<file path="src/verilog/dma_chan_pkg.sv">
// ****************************************************************
// Shared constants of the channel
// ****************************************************************
package dma_chan_pkg;

   // ****************************************************************
   // Register byte addresses
   // ****************************************************************
   localparam logic [15:0] CTRL_OFFSET  = 16'h3C1C; // Channel control
   localparam logic [15:0] ADDR_OFFSET  = 16'h3C20; // Transfer address
   localparam logic [15:0] COUNT_OFFSET = 16'h3C24; // Remaining count
   localparam logic [15:0] SWREQ_OFFSET = 16'h3C28; // Software request

   // ****************************************************************
   // Control field positions
   // ****************************************************************
   localparam int ENABLE_BIT  = 0;  // Transfer triggered
   localparam int END_BIT     = 1;  // Transfer end flag
   localparam int IRQ_EN_BIT  = 2;  // Interrupt request enable
   localparam int SIZE_LSB    = 3;  // Transfer size, two bits
   localparam int RSVD5_BIT   = 5;  // Reserved, write zero
   localparam int EDGE_BIT    = 6;  // Request input mode
   localparam int RSVD7_BIT   = 7;  // Reserved, reads zero
   localparam int RES_LSB     = 8;  // Resource select, four bits
   localparam int AMODE_LSB   = 12; // Address mode, two bits
   localparam int SWREQ_BIT   = 0;  // Software request strobe

   // ****************************************************************
   // Reset values
   // ****************************************************************
   localparam logic [15:0] CTRL_RESET  = 16'h0000; // Control fields
   localparam logic [31:0] ADDR_RESET  = 32'h0000_0000; // Address
   localparam logic [31:0] COUNT_RESET = 32'h0000_0000; // Count
   localparam logic        RSVD7_RESET = 1'h0;  // Reserved bit seven

   // ****************************************************************
   // Encodings
   // ****************************************************************
   localparam logic [1:0] SIZE_8   = 2'h0; // 8-bit transfers
   localparam logic [1:0] SIZE_16  = 2'h1; // 16-bit transfers
   localparam logic [1:0] SIZE_32  = 2'h2; // 32-bit transfers
   localparam logic [1:0] SIZE_64  = 2'h3; // 64-bit transfers
   localparam logic [3:0] RES_CAPTURE   = 4'h0; // Captured video data
   localparam logic [3:0] RES_CONVERTER = 4'h1; // Colour converter path
   localparam logic [3:0] RES_SOFTWARE  = 4'hF; // Software request
   localparam logic [1:0] AMODE_FIXED = 2'h0; // Address held
   localparam logic [1:0] AMODE_INC   = 2'h1; // Address increments
   localparam logic [1:0] AMODE_DEC   = 2'h2; // Address decrements
   localparam logic [1:0] RESP_OKAY   = 2'h0; // AXI OKAY
   localparam logic [1:0] RESP_SLVERR = 2'h2; // AXI SLVERR

endpackage

</file>
<file path="src/verilog/dma_chan_top.sv">
`timescale 1ns/10ps
module dma_chan_top #(
   parameter int ADDR_W  = 24, // Transfer address width
   parameter int COUNT_W = 24  // Transfer count width
) (
   input  wire logic               CLK_IN,          // 40 MHz clock
   input  wire logic               RST_IN,          // Sync reset
   input  wire logic [15:0]        AWADDR_IN,       // Write address
   input  wire logic               AWVALID_IN,      // Address valid
   output logic                    AWREADY_OUT,     // Address ready
   input  wire logic [31:0]        WDATA_IN,        // Write data
   input  wire logic [3:0]         WSTRB_IN,        // Byte strobes
   input  wire logic               WVALID_IN,       // Data valid
   output logic                    WREADY_OUT,      // Data ready
   output logic [1:0]              BRESP_OUT,       // Write response
   output logic                    BVALID_OUT,      // Response valid
   input  wire logic               BREADY_IN,       // Response ready
   input  wire logic [15:0]        ARADDR_IN,       // Read address
   input  wire logic               ARVALID_IN,      // Address valid
   output logic                    ARREADY_OUT,     // Address ready
   output logic [31:0]             RDATA_OUT,       // Read data
   output logic [1:0]              RRESP_OUT,       // Read response
   output logic                    RVALID_OUT,      // Read valid
   input  wire logic               RREADY_IN,       // Read ready
   input  wire logic               CAPTURE_REQ_N_IN,   // Capture request
   input  wire logic               CONVERTER_REQ_N_IN, // Converter req
   output logic                    XFER_VALID_OUT,  // One transfer
   output logic [ADDR_W-1:0]       XFER_ADDR_OUT,   // Transfer address
   output logic [1:0]              XFER_SIZE_OUT,   // Transfer size
   output logic                    IRQ_OUT          // Interrupt request
);

   // ****************************************************************
   // Helpers
   // ****************************************************************
   // Merge byte lanes of a write into a word
   function automatic logic [31:0] merge(input logic [31:0] old_v,
                                         input logic [31:0] new_v,
                                         input logic [3:0]  strb);
      logic [31:0] r;
      r = old_v;
      for (int i = 0; i < 4; i++) begin
         if (strb[i]) begin
            r[i*8 +: 8] = new_v[i*8 +: 8];
         end
      end
      return r;
   endfunction

   // Address step in bytes for a size code
   function automatic logic [ADDR_W-1:0] step(input logic [1:0] sz);
      return ADDR_W'(1) << sz;
   endfunction

   // ****************************************************************
   // State
   // ****************************************************************
   logic              aw_got_q, aw_got_d;   // Write address held
   logic [15:0]       aw_q, aw_d;           // Held write address
   logic              w_got_q, w_got_d;     // Write data held
   logic [31:0]       wd_q, wd_d;           // Held write data
   logic [3:0]        ws_q, ws_d;           // Held strobes
   logic              bvalid_q, bvalid_d;   // Write response pending
   logic [1:0]        bresp_q, bresp_d;     // Write response code
   logic              rvalid_q, rvalid_d;   // Read data pending
   logic [31:0]       rdata_q, rdata_d;     // Read data
   logic [1:0]        rresp_q, rresp_d;     // Read response code
   logic              enable_q, enable_d;   // Transfer triggered
   logic              end_q, end_d;         // Transfer end flag
   logic              irq_en_q, irq_en_d;   // Interrupt enable
   logic [1:0]        size_q, size_d;       // Transfer size
   logic              edge_q, edge_d;       // Edge request mode
   logic [3:0]        res_q, res_d;         // Resource select
   logic [1:0]        amode_q, amode_d;     // Address mode
   logic [ADDR_W-1:0] addr_q, addr_d;       // Transfer address
   logic [COUNT_W-1:0] count_q, count_d;    // Remaining transfers
   logic              swreq_q, swreq_d;     // Software request strobe
   logic              xv_q, xv_d;           // Transfer strobe
   logic [ADDR_W-1:0] xa_q, xa_d;           // Transfer address out
   logic [1:0]        xs_q, xs_d;           // Transfer size out
   logic              req_n;                // Selected request line
   logic              req_hit;              // Sensed request
   logic              do_write;             // Write performed now
   logic              do_read;              // Read taken now
   logic              fire;                 // Transfer issued now
   logic [15:0]       ctrl_rd;              // Control read image
   logic [31:0]       wmask;                // Merged write word

   // Control word as software sees it
   assign ctrl_rd = {2'h0, amode_q, res_q, dma_chan_pkg::RSVD7_RESET,
                     edge_q, 1'h0, size_q, irq_en_q, end_q,
                     enable_q};
   assign wmask   = merge(32'h0000_0000, wd_q, ws_q);

   // ****************************************************************
   // Request select and sensing
   // ****************************************************************
   // Route the chosen resource onto the channel's request
   always_comb begin
      unique case (res_q)
         dma_chan_pkg::RES_CAPTURE:   req_n = CAPTURE_REQ_N_IN;
         dma_chan_pkg::RES_CONVERTER: req_n = CONVERTER_REQ_N_IN;
         dma_chan_pkg::RES_SOFTWARE:  req_n = ~swreq_q;
         default:                     req_n = 1'h1; // Reserved: idle
      endcase
   end

   dma_req_sense u_sense (
      .clk_in       (CLK_IN),
      .rst_in       (RST_IN),
      .req_n_in     (req_n),
      .edge_mode_in (edge_q),
      .req_hit_out  (req_hit)
   );

   // Transfer only while triggered and not ended
   assign fire = enable_q & ~end_q & req_hit;

   // ****************************************************************
   // AXI4-Lite slave
   // ****************************************************************
   assign AWREADY_OUT = ~aw_got_q & ~bvalid_q;
   assign WREADY_OUT  = ~w_got_q & ~bvalid_q;
   assign ARREADY_OUT = ~rvalid_q;
   assign do_write    = aw_got_q & w_got_q & ~bvalid_q;
   assign do_read     = ARVALID_IN & ~rvalid_q;

   // Channel handshakes and responses
   always_comb begin
      aw_got_d = aw_got_q;
      aw_d     = aw_q;
      w_got_d  = w_got_q;
      wd_d     = wd_q;
      ws_d     = ws_q;
      bvalid_d = bvalid_q;
      bresp_d  = bresp_q;
      rvalid_d = rvalid_q;
      rdata_d  = rdata_q;
      rresp_d  = rresp_q;
      // Address and data taken in either order
      if (AWVALID_IN && AWREADY_OUT) begin
         aw_got_d = 1'h1;
         aw_d     = AWADDR_IN;
      end
      if (WVALID_IN && WREADY_OUT) begin
         w_got_d = 1'h1;
         wd_d    = WDATA_IN;
         ws_d    = WSTRB_IN;
      end
      // Response after both parts
      if (do_write) begin
         aw_got_d = 1'h0;
         w_got_d  = 1'h0;
         bvalid_d = 1'h1;
         unique case (aw_q & 16'hFFFC)
            dma_chan_pkg::CTRL_OFFSET,
            dma_chan_pkg::ADDR_OFFSET,
            dma_chan_pkg::COUNT_OFFSET,
            dma_chan_pkg::SWREQ_OFFSET: bresp_d = dma_chan_pkg::RESP_OKAY;
            default: bresp_d = dma_chan_pkg::RESP_SLVERR; // Unmapped
         endcase
      end else if (bvalid_q && BREADY_IN) begin
         bvalid_d = 1'h0;
      end
      // Read data one cycle after the address
      if (do_read) begin
         rvalid_d = 1'h1;
         rresp_d  = dma_chan_pkg::RESP_OKAY;
         unique case (ARADDR_IN & 16'hFFFC)
            dma_chan_pkg::CTRL_OFFSET:  rdata_d = {16'h0000, ctrl_rd};
            dma_chan_pkg::ADDR_OFFSET:  rdata_d = 32'(addr_q);
            dma_chan_pkg::COUNT_OFFSET: rdata_d = 32'(count_q);
            dma_chan_pkg::SWREQ_OFFSET: rdata_d = 32'h0000_0000;
            default: begin // Unmapped
               rdata_d = 32'h0000_0000;
               rresp_d = dma_chan_pkg::RESP_SLVERR;
            end
         endcase
      end else if (rvalid_q && RREADY_IN) begin
         rvalid_d = 1'h0;
      end
   end

   // ****************************************************************
   // Channel registers and transfer engine
   // ****************************************************************
   // Software writes first, hardware events override
   always_comb begin
      enable_d = enable_q;
      end_d    = end_q;
      irq_en_d = irq_en_q;
      size_d   = size_q;
      edge_d   = edge_q;
      res_d    = res_q;
      amode_d  = amode_q;
      addr_d   = addr_q;
      count_d  = count_q;
      swreq_d  = 1'h0;
      xv_d     = 1'h0;
      xa_d     = xa_q;
      xs_d     = xs_q;
      if (do_write && (aw_q & 16'hFFFC) == dma_chan_pkg::CTRL_OFFSET) begin
         if (ws_q[0]) begin
            irq_en_d = wd_q[dma_chan_pkg::IRQ_EN_BIT];
            size_d   = wd_q[dma_chan_pkg::SIZE_LSB +: 2];
            edge_d   = wd_q[dma_chan_pkg::EDGE_BIT];
            // Bit five is not stored; software keeps it zero
            if (!wd_q[dma_chan_pkg::END_BIT]) begin
               end_d = 1'h0; // Write zero clears
            end
            if (wd_q[dma_chan_pkg::ENABLE_BIT] && !end_q) begin
               enable_d = 1'h1; // Trigger only when not ended
            end
         end
         if (ws_q[1]) begin
            res_d   = wd_q[dma_chan_pkg::RES_LSB +: 4];
            amode_d = wd_q[dma_chan_pkg::AMODE_LSB +: 2];
         end
      end
      if (do_write && (aw_q & 16'hFFFC) == dma_chan_pkg::ADDR_OFFSET) begin
         addr_d = ADDR_W'(merge(32'(addr_q), wd_q, ws_q));
      end
      if (do_write && (aw_q & 16'hFFFC) == dma_chan_pkg::COUNT_OFFSET) begin
         count_d = COUNT_W'(merge(32'(count_q), wd_q, ws_q));
      end
      if (do_write && (aw_q & 16'hFFFC) == dma_chan_pkg::SWREQ_OFFSET) begin
         swreq_d = wmask[dma_chan_pkg::SWREQ_BIT];
      end
      // Triggered with nothing left: end at once
      if (enable_q && !end_q && count_q == '0) begin
         enable_d = 1'h0;
         end_d    = 1'h1;
      end
      // One transfer per sensed request
      if (fire && count_q != '0) begin
         xv_d    = 1'h1;
         xa_d    = addr_q;
         xs_d    = size_q;
         count_d = count_q - COUNT_W'(1);
         unique case (amode_q)
            dma_chan_pkg::AMODE_INC: addr_d = addr_q + step(size_q);
            dma_chan_pkg::AMODE_DEC: addr_d = addr_q - step(size_q);
            default:                 addr_d = addr_q; // Fixed, reserved
         endcase
         if (count_q == COUNT_W'(1)) begin
            enable_d = 1'h0;
            end_d    = 1'h1; // Set beats a same-cycle clear
         end
      end
   end

   // Register all state
   always_ff @(posedge CLK_IN) begin
      if (RST_IN) begin
         aw_got_q <= 1'h0;
         aw_q     <= 16'h0000;
         w_got_q  <= 1'h0;
         wd_q     <= 32'h0000_0000;
         ws_q     <= 4'h0;
         bvalid_q <= 1'h0;
         bresp_q  <= dma_chan_pkg::RESP_OKAY;
         rvalid_q <= 1'h0;
         rdata_q  <= 32'h0000_0000;
         rresp_q  <= dma_chan_pkg::RESP_OKAY;
         enable_q <= dma_chan_pkg::CTRL_RESET[dma_chan_pkg::ENABLE_BIT];
         end_q    <= dma_chan_pkg::CTRL_RESET[dma_chan_pkg::END_BIT];
         irq_en_q <= dma_chan_pkg::CTRL_RESET[dma_chan_pkg::IRQ_EN_BIT];
         size_q   <= dma_chan_pkg::CTRL_RESET[dma_chan_pkg::SIZE_LSB +: 2];
         edge_q   <= dma_chan_pkg::CTRL_RESET[dma_chan_pkg::EDGE_BIT];
         res_q    <= dma_chan_pkg::CTRL_RESET[dma_chan_pkg::RES_LSB +: 4];
         amode_q  <= dma_chan_pkg::CTRL_RESET[dma_chan_pkg::AMODE_LSB +: 2];
         addr_q   <= ADDR_W'(dma_chan_pkg::ADDR_RESET);
         count_q  <= COUNT_W'(dma_chan_pkg::COUNT_RESET);
         swreq_q  <= 1'h0;
         xv_q     <= 1'h0;
         xa_q     <= '0;
         xs_q     <= dma_chan_pkg::SIZE_8;
      end else begin
         aw_got_q <= aw_got_d;
         aw_q     <= aw_d;
         w_got_q  <= w_got_d;
         wd_q     <= wd_d;
         ws_q     <= ws_d;
         bvalid_q <= bvalid_d;
         bresp_q  <= bresp_d;
         rvalid_q <= rvalid_d;
         rdata_q  <= rdata_d;
         rresp_q  <= rresp_d;
         enable_q <= enable_d;
         end_q    <= end_d;
         irq_en_q <= irq_en_d;
         size_q   <= size_d;
         edge_q   <= edge_d;
         res_q    <= res_d;
         amode_q  <= amode_d;
         addr_q   <= addr_d;
         count_q  <= count_d;
         swreq_q  <= swreq_d;
         xv_q     <= xv_d;
         xa_q     <= xa_d;
         xs_q     <= xs_d;
      end
   end

   // ****************************************************************
   // Outputs
   // ****************************************************************
   assign BVALID_OUT     = bvalid_q;
   assign BRESP_OUT      = bresp_q;
   assign RVALID_OUT     = rvalid_q;
   assign RDATA_OUT      = rdata_q;
   assign RRESP_OUT      = rresp_q;
   assign XFER_VALID_OUT = xv_q;
   assign XFER_ADDR_OUT  = xa_q;
   assign XFER_SIZE_OUT  = xs_q;
   assign IRQ_OUT        = end_q & irq_en_q;
endmodule // dma_chan_top

</file>
<file path="src/verilog/dma_req_sense.sv">
`timescale 1ns/10ps
// ****************************************************************
// Request line sensing: active-low level or falling edge
// ****************************************************************
module dma_req_sense (
   input  wire logic clk_in,       // System clock
   input  wire logic rst_in,       // Synchronous reset
   input  wire logic req_n_in,     // Selected request, active low
   input  wire logic edge_mode_in, // High selects falling edge
   output logic      req_hit_out   // Service requested this cycle
);

   logic prev_q; // Previous sample of the request line
   logic prev_d; // Next previous sample

   // Next sample value
   always_comb begin
      prev_d = req_n_in;
   end

   // Sample register, idle high after reset
   always_ff @(posedge clk_in) begin
      if (rst_in) begin
         prev_q <= 1'h1;
      end else begin
         prev_q <= prev_d;
      end
   end

   // Level: low requests; edge: high then low requests
   always_comb begin
      if (edge_mode_in) begin
         req_hit_out = prev_q & ~req_n_in;
      end else begin
         req_hit_out = ~req_n_in;
      end
   end
endmodule // dma_req_sense

</file>
<file path="config.mk">
export PLATFORM = sky130hd
export DESIGN_NAME = dma_chan_top
export DESIGN_NICKNAME = d
export VERILOG_FILES = /design/src/verilog/dma_chan_pkg.sv /design/src/verilog/dma_chan_top.sv /design/src/verilog/dma_req_sense.sv
export SDC_FILE = /design/constraint.sdc
export NUM_CORES = 1
export LEC_CHECK = 0
export BUFFER_PORTS_ARGS = -buffer_cell sky130_fd_sc_hd__clkbuf_2
export CAP_MARGIN = 15
export CORE_MARGIN = 2
export CORE_UTILIZATION = 35
export CTS_CLUSTER_SIZE = 25
export DETAILED_ROUTE_END_ITERATION = 16
export GPL_TIMING_DRIVEN = 0
export SETUP_SLACK_MARGIN = 0.3
export SYNTH_ARGS = -nofsm -noshare
export SYNTH_HDL_FRONTEND = slang
export SYNTH_SLANG_ARGS = --single-unit
</file>
<file path="constraint.sdc">
create_clock -name CLK_IN -period 2.85 [get_ports CLK_IN]
set_input_delay 0.285 -clock CLK_IN [delete_from_list [all_inputs] [get_ports CLK_IN]]
set_output_delay 0.285 -clock CLK_IN [all_outputs]
set_load 0.02 [all_outputs]
</file>
# ---- Word-level counts from Yosys, hierarchy flattened
# Index checks and enable logic that the tools add are counted.
dict set report classes {
  addsub 3
  multipliers 0
  n_div 0
  n_lt_le_gt_ge 0
  n_eq_ne 14
  shifts 1
  n_mux 30
  bitwise 18
  reduce_logical 35
}
# operator count
set ops {}
lappend ops {{equality test 14 x 12 -> 1 bit (second input constant)} 8}
lappend ops {{2-to-1 mux 24 bit} 4}
lappend ops {{case mux 24 bit (3 select lines)} 1}
lappend ops {{case mux 24 bit (2 select lines)} 1}
lappend ops {{adder 24 bit} 1}
lappend ops {{equality test 24 x 1 -> 1 bit (second input constant)} 1}
lappend ops {{zero test 24 bit} 1}
lappend ops {{2-to-1 mux 8 bit} 3}
lappend ops {{nonzero test 24 bit} 1}
lappend ops {{left shift 1 x 2 -> 24 bit (first input constant)} 1}
lappend ops {{subtractor 24 x 1 -> 24 bit (second input constant)} 1}
lappend ops {{subtractor 24 bit} 1}
lappend ops {{2-to-1 mux 1 bit} 18}
lappend ops {{nonzero test 2 bit} 7}
lappend ops {{logical AND 1 bit} 12}
lappend ops {{AND reduction 2 bit} 5}
lappend ops {{AND 1 bit} 9}
lappend ops {{NOT 1 bit} 9}
lappend ops {{AND reduction 3 bit} 3}
lappend ops {{OR reduction 4 bit} 2}
lappend ops {{equality test 4 x 1 -> 1 bit (second input constant)} 1}
lappend ops {{equality test 4 bit (second input constant)} 1}
lappend ops {{zero test 4 bit} 1}
lappend ops {{2-to-1 mux 2 bit} 2}
lappend ops {{7 further kinds} 7}
dict set report totals {
  regBits 172
  latch_bits 0
  mem_bits_rw 0
  rom_bits 0
  in_bits 77
  output_inout_bits 69
  wordCells 129
  n_memories 0
}

# ---- Longest topological paths before layout
dict set report logic_depth {
  word_depth 9
  depth_mapped 13
  mapped_depth_nobuf 13
}

# ---- Cells and area by module
# From an unflattened synthesis, not the netlist that was laid out.
dict set report unflattened {
  hier_cells 1032
  area_unflattened_um2 8229.1
}
# module n_inst cells_per_inst area_each_um2 seq_area_each_um2
set modules_own_cells {}
lappend modules_own_cells {dma_chan_top 1 1028 8194.1 3183.1}
lappend modules_own_cells {dma_req_sense 1 4 35.0 20.0}

# ---- Worst setup path after synthesis
# Ideal clock, no wire load.
dict set report synth_path {
  path_type {flip-flop to flip-flop}
  startpoint {register amode_q[0]}
  endpoint {register addr_q[22]}
  setup_time_ps 119
  t_arrival_ps 2973
  t_required_ps 2731
  slack_ps -242
  path_stages_with_launch 14
  path_buffers 0
  period_less_slack_ps 3092
  path_cell_list {dfxtp_1 -> inv_1 -> ha_1 -> inv_1 -> a31oi_1 -> ha_1 -> o21a_1 -> o31a_1 -> o41ai_1 -> a31oi_1 -> a31oi_1 -> o21ai_0 -> a211oi_2 -> nor3_1}
}
dict set report synth_via {
  elab_chain_cells 3
  word_cells_on_any_way 6
  classes_between {eq/ne: 3; mux: 2; reduce/logical: 1}
}
# element line
set synth_lines {}
lappend synth_lines {{start: declaration} dma_chan_top.sv:74} ;# logic [1:0] amode_q, amode_d;
lappend synth_lines {{start signal: assignment} dma_chan_top.sv:271} ;# amode_q <= dma_chan_pkg::CTRL_RESET[dma_chan_pkg::AMODE_LSB +: 2];
lappend synth_lines {{start signal: assignment} dma_chan_top.sv:295} ;# amode_q <= amode_d;
lappend synth_lines {{equality test 2 bit or equality test 2 x 1 -> 1 bit (tied branches)} dma_chan_top.sv:240} ;# unique case (amode_q)
lappend synth_lines {{inequality test 3 x 1 -> 1 bit (no source line) or case mux 24 bit (2 select lines) (tied branches)} --}
lappend synth_lines {{AND reduction 3 bit (no source line) or 2-to-1 mux 24 bit (tied branches)} --}
lappend synth_lines {{end signal: assignment} dma_chan_top.sv:272} ;# addr_q <= ADDR_W'(dma_chan_pkg::ADDR_RESET);
lappend synth_lines {{end signal: assignment} dma_chan_top.sv:296} ;# addr_q <= addr_d;
lappend synth_lines {{end: declaration} dma_chan_top.sv:75} ;# logic [ADDR_W-1:0] addr_q, addr_d;
# Several ways; a longest one is shown, not always the timed one.
# A chain may end at the register's enable or synchronous reset.

# ---- Worst setup path after layout
# Same ends and word-level chain as after synthesis.

==> reports/metrics.yaml <==
clock_tree:
  cts_tree: "done"
  htree_levels: 4
  clkSinkCount: 160
  max-clock-path-buffers: 2
  clk_latency_ps: 440
  root_buffer: "clkbuf_16"
  numCtsBuffers: 17
  cts.clk_slew.worst_paths_ps: 70
grt:
  grt_pass1_vias: 8430
  grt_max_degree: 17
  antenna_found_initial: 0
  overflow: 0
  grt_use_total: 0.231
  grt_first_pass_wirelength_um: 46100
cells_and_area:
  final_cell_mix: "nand2_1 (196), dfxtp_1 (152), clkbuf_2 (125), a21oi_1 (97), nor2_1 (63)"
  final_common_cell: "nand2_1"
  drive_gt1_frac: 0.377
  area_growth_pct: 45.7
  final_nets: 1396
  fillers: 2218
  fin_cells: 1622
  antenna_cells: 0
sta:
  grt_setup_unrepaired: "yes"
  tns_ps: 0
  fmax_mhz: 355
  period_share: 0.988
  slew_headroom: 0.303
  skew_ps: 15.0
  timing.final.crit_period_ps: 2820
  drv_slew: 0
  tightest_slew_ps: 1050
  finalSetupViolCount: 0
  hold_violations: 0
die:
  initial_utilization: 0.358
  chipWidth_um: 159
  dieHeight_um: 159
  dieArea_mm2: 0.0253
  num_rows: 56
  core_area_mm2: 0.0235
  io_pins: 146
power:
  p_leak_uw: 0.00484
  peakVddDrop_mv: 0.332
  p_per_area_mw_per_mm2: 432
logic_synthesis:
  yosys.area.top_type_share: 0.380
  avgSynthCellArea_um2: 7.78
  synthCells: 1083
  synth-edff-count: 0
  yosys-top-cells-area: "dfxtp_1 (38%), nand2_1 (10%), a21oi_1 (8.1%)"
  ys_ff_latch: 160
  ys_seq_area_frac: 0.380
  yosysTopAreaCell: "dfxtp_1"
  synthArstFlopShare: 0
  synthFlopType: "dfxtp_1"
  syn-cell-area_mm2: 0.00843
  synthDistinctLibCells: 77
  yosysWarnings: 0
placed_design:
  gp_congestion: 0.929
  dp_hpwl_um: 21400
  place_inst: 1533
  port_buffers: 121
route:
  drt_first_pass_iters: 6
  viasPerCell: 5.49
  detail-route-antenna-nets: 0
  routed_wl_um: 31200
  wl_per_cell_um: 19.2
  drc: 0
  initialDrtViolationCount: 728
  vias: 8910
setup_path:
  r2r_start: "amode_q[0]"
  cp_slowest_cell: "dfxtp_4"
  critical_path_class: "reg2reg"
  worstPathArrival_ps: 3170
  worst_setup_path_start_kind: "flip-flop"
  critPathMaxFanout: 4
  slowest_delay_ps: 380
  crit_family: "compound AO/OA/AOI/OAI gates"
  crit_chain: "inv_4 -> ha_4 -> mux2_4 -> ha_4 -> nor2b_4 -> o31a_1 -> o41ai_4 -> buf_6 -> a31oi_4 -> a31oi_4 -> o21ai_2 -> o311a_1 -> nor3_1"
  startpoint: "amode_q[0]"
  end_kind: "flip-flop"
  crit_required_ps: 3210
  worst-path-buf-inv: 2
hold_path:
  min_path_type: "in2reg"
  min_from: "RREADY_IN"
run:
  maxCapViolCount: 0
status:
  status: "finished, final reports clean"
synthesized netlist by cell type, drive strengths merged (3+ instances only):
cell,instances
mux2,24
dfxtp,160
a22oi,20
nor2b,8
nand4,7
and3,5
nand3,32
nor3,17
a211oi,13
nand2,235
nand4b,4
a311oi,7
nor4,12
inv,20
nand3b,3
or2,3
and2,6
a21o,17
nor2,89
o22ai,5
ha,27
mux2i,12
a21oi,138
o211ai,3
buf,28
o21a,8
o31ai,6
o41ai,5
xor2,8
clkbuf,45
o21ai,65
a31oi,11
nand2b,4
xnor2,5
final timing paths:
kind / endpoint / slack, ps / depth (start not counted)
worst max-delay path: addr_q[22] / 30 / 13
worst min-delay path: RVALID_OUT / 30 / 2
worst max register to register: addr_q[22] / 30 / 13
worst min register to register: RDATA_OUT[14] / 450 / 2
cells by family (layout without fill, tap and decap cells):
kind of cell,count (synthesis),in the layout,share of synthesized area
xor gates and xnor gates,13,13,0.0135
AOI/OAI and AO/OA,318,318,0.233
other,1,10,0.000445
DFF,160,160,0.380
adders and majority gates,28,28,0.0425
buffers and inverters,94,305,0.0537
and+or+nand+nor,433,433,0.230
muxes,36,36,0.0468
power breakdown:
part	internal, uW	switching [uW]
sequential	2280	57.6
clock	1600	1010
combinational	126	228
total	4010	1290
through the flow:
stage / total power, uW / utilization / hold slack (ps) / setup WS [ps] / area (um2)
2_1_floorplan: 2560 / - / 384 / 181 / 8540
3_3_place_gp: 2700 / 0.405 / 438 / -413 / 9540
3_5_place_dp: 2700 / 0.406 / 443 / -441 / 9550
4_1_cts: 5290 / 0.468 / 25.8 / 140 / 11000
5_1_grt: 5470 / 0.522 / 38.2 / -8.83 / 12300
6_report: 5300 / 0.522 / 30.6 / 34.0 / 12300
state kept, by name, summed over array words and instances, names as in the netlist, 2 cells and up:
| signal | cells |
|---|---|
| RDATA_OUT | 24 |
| XFER_ADDR_OUT | 24 |
| addr_q | 24 |
| count_q | 24 |
| wd_q | 24 |
| aw_q | 14 |
| res_q | 4 |
| ws_q | 3 |
| XFER_SIZE_OUT | 2 |
| amode_q | 2 |
| size_q | 2 |
repair_timing:
action,CTS,global route
pin swaps,40,116
setup endpoints to repair,81,78
buffers inserted,26,22
gates resized for setup,119,255
cloned,5,5
hold buffers,0,0
layout make-up:
type	instances	area (um2)	share of cell area
Tap cell	319	399	0.0325
Multi-Input combinational cell	838	6050	0.493
Buffer	73	529	0.0431
Timing Repair Buffer	180	1340	0.109
Clock inverter	12	204	0.0166
Clock buffer	19	453	0.0369
Inverter	21	83.8	0.00683
Sequential cell	160	3220	0.262
routing by layer:
| layer | share of wire | global-route usage |
|---|---|---|
| met1 | 0.43 | 0.309 |
| met3 | 0.082 | 0.0461 |
| met4 | 0.033 | 0.0942 |
| met2 | 0.45 | 0.364 |
| met5 | 0 | 0 |
No activity file was read; power rests on OpenSTA's default activity.
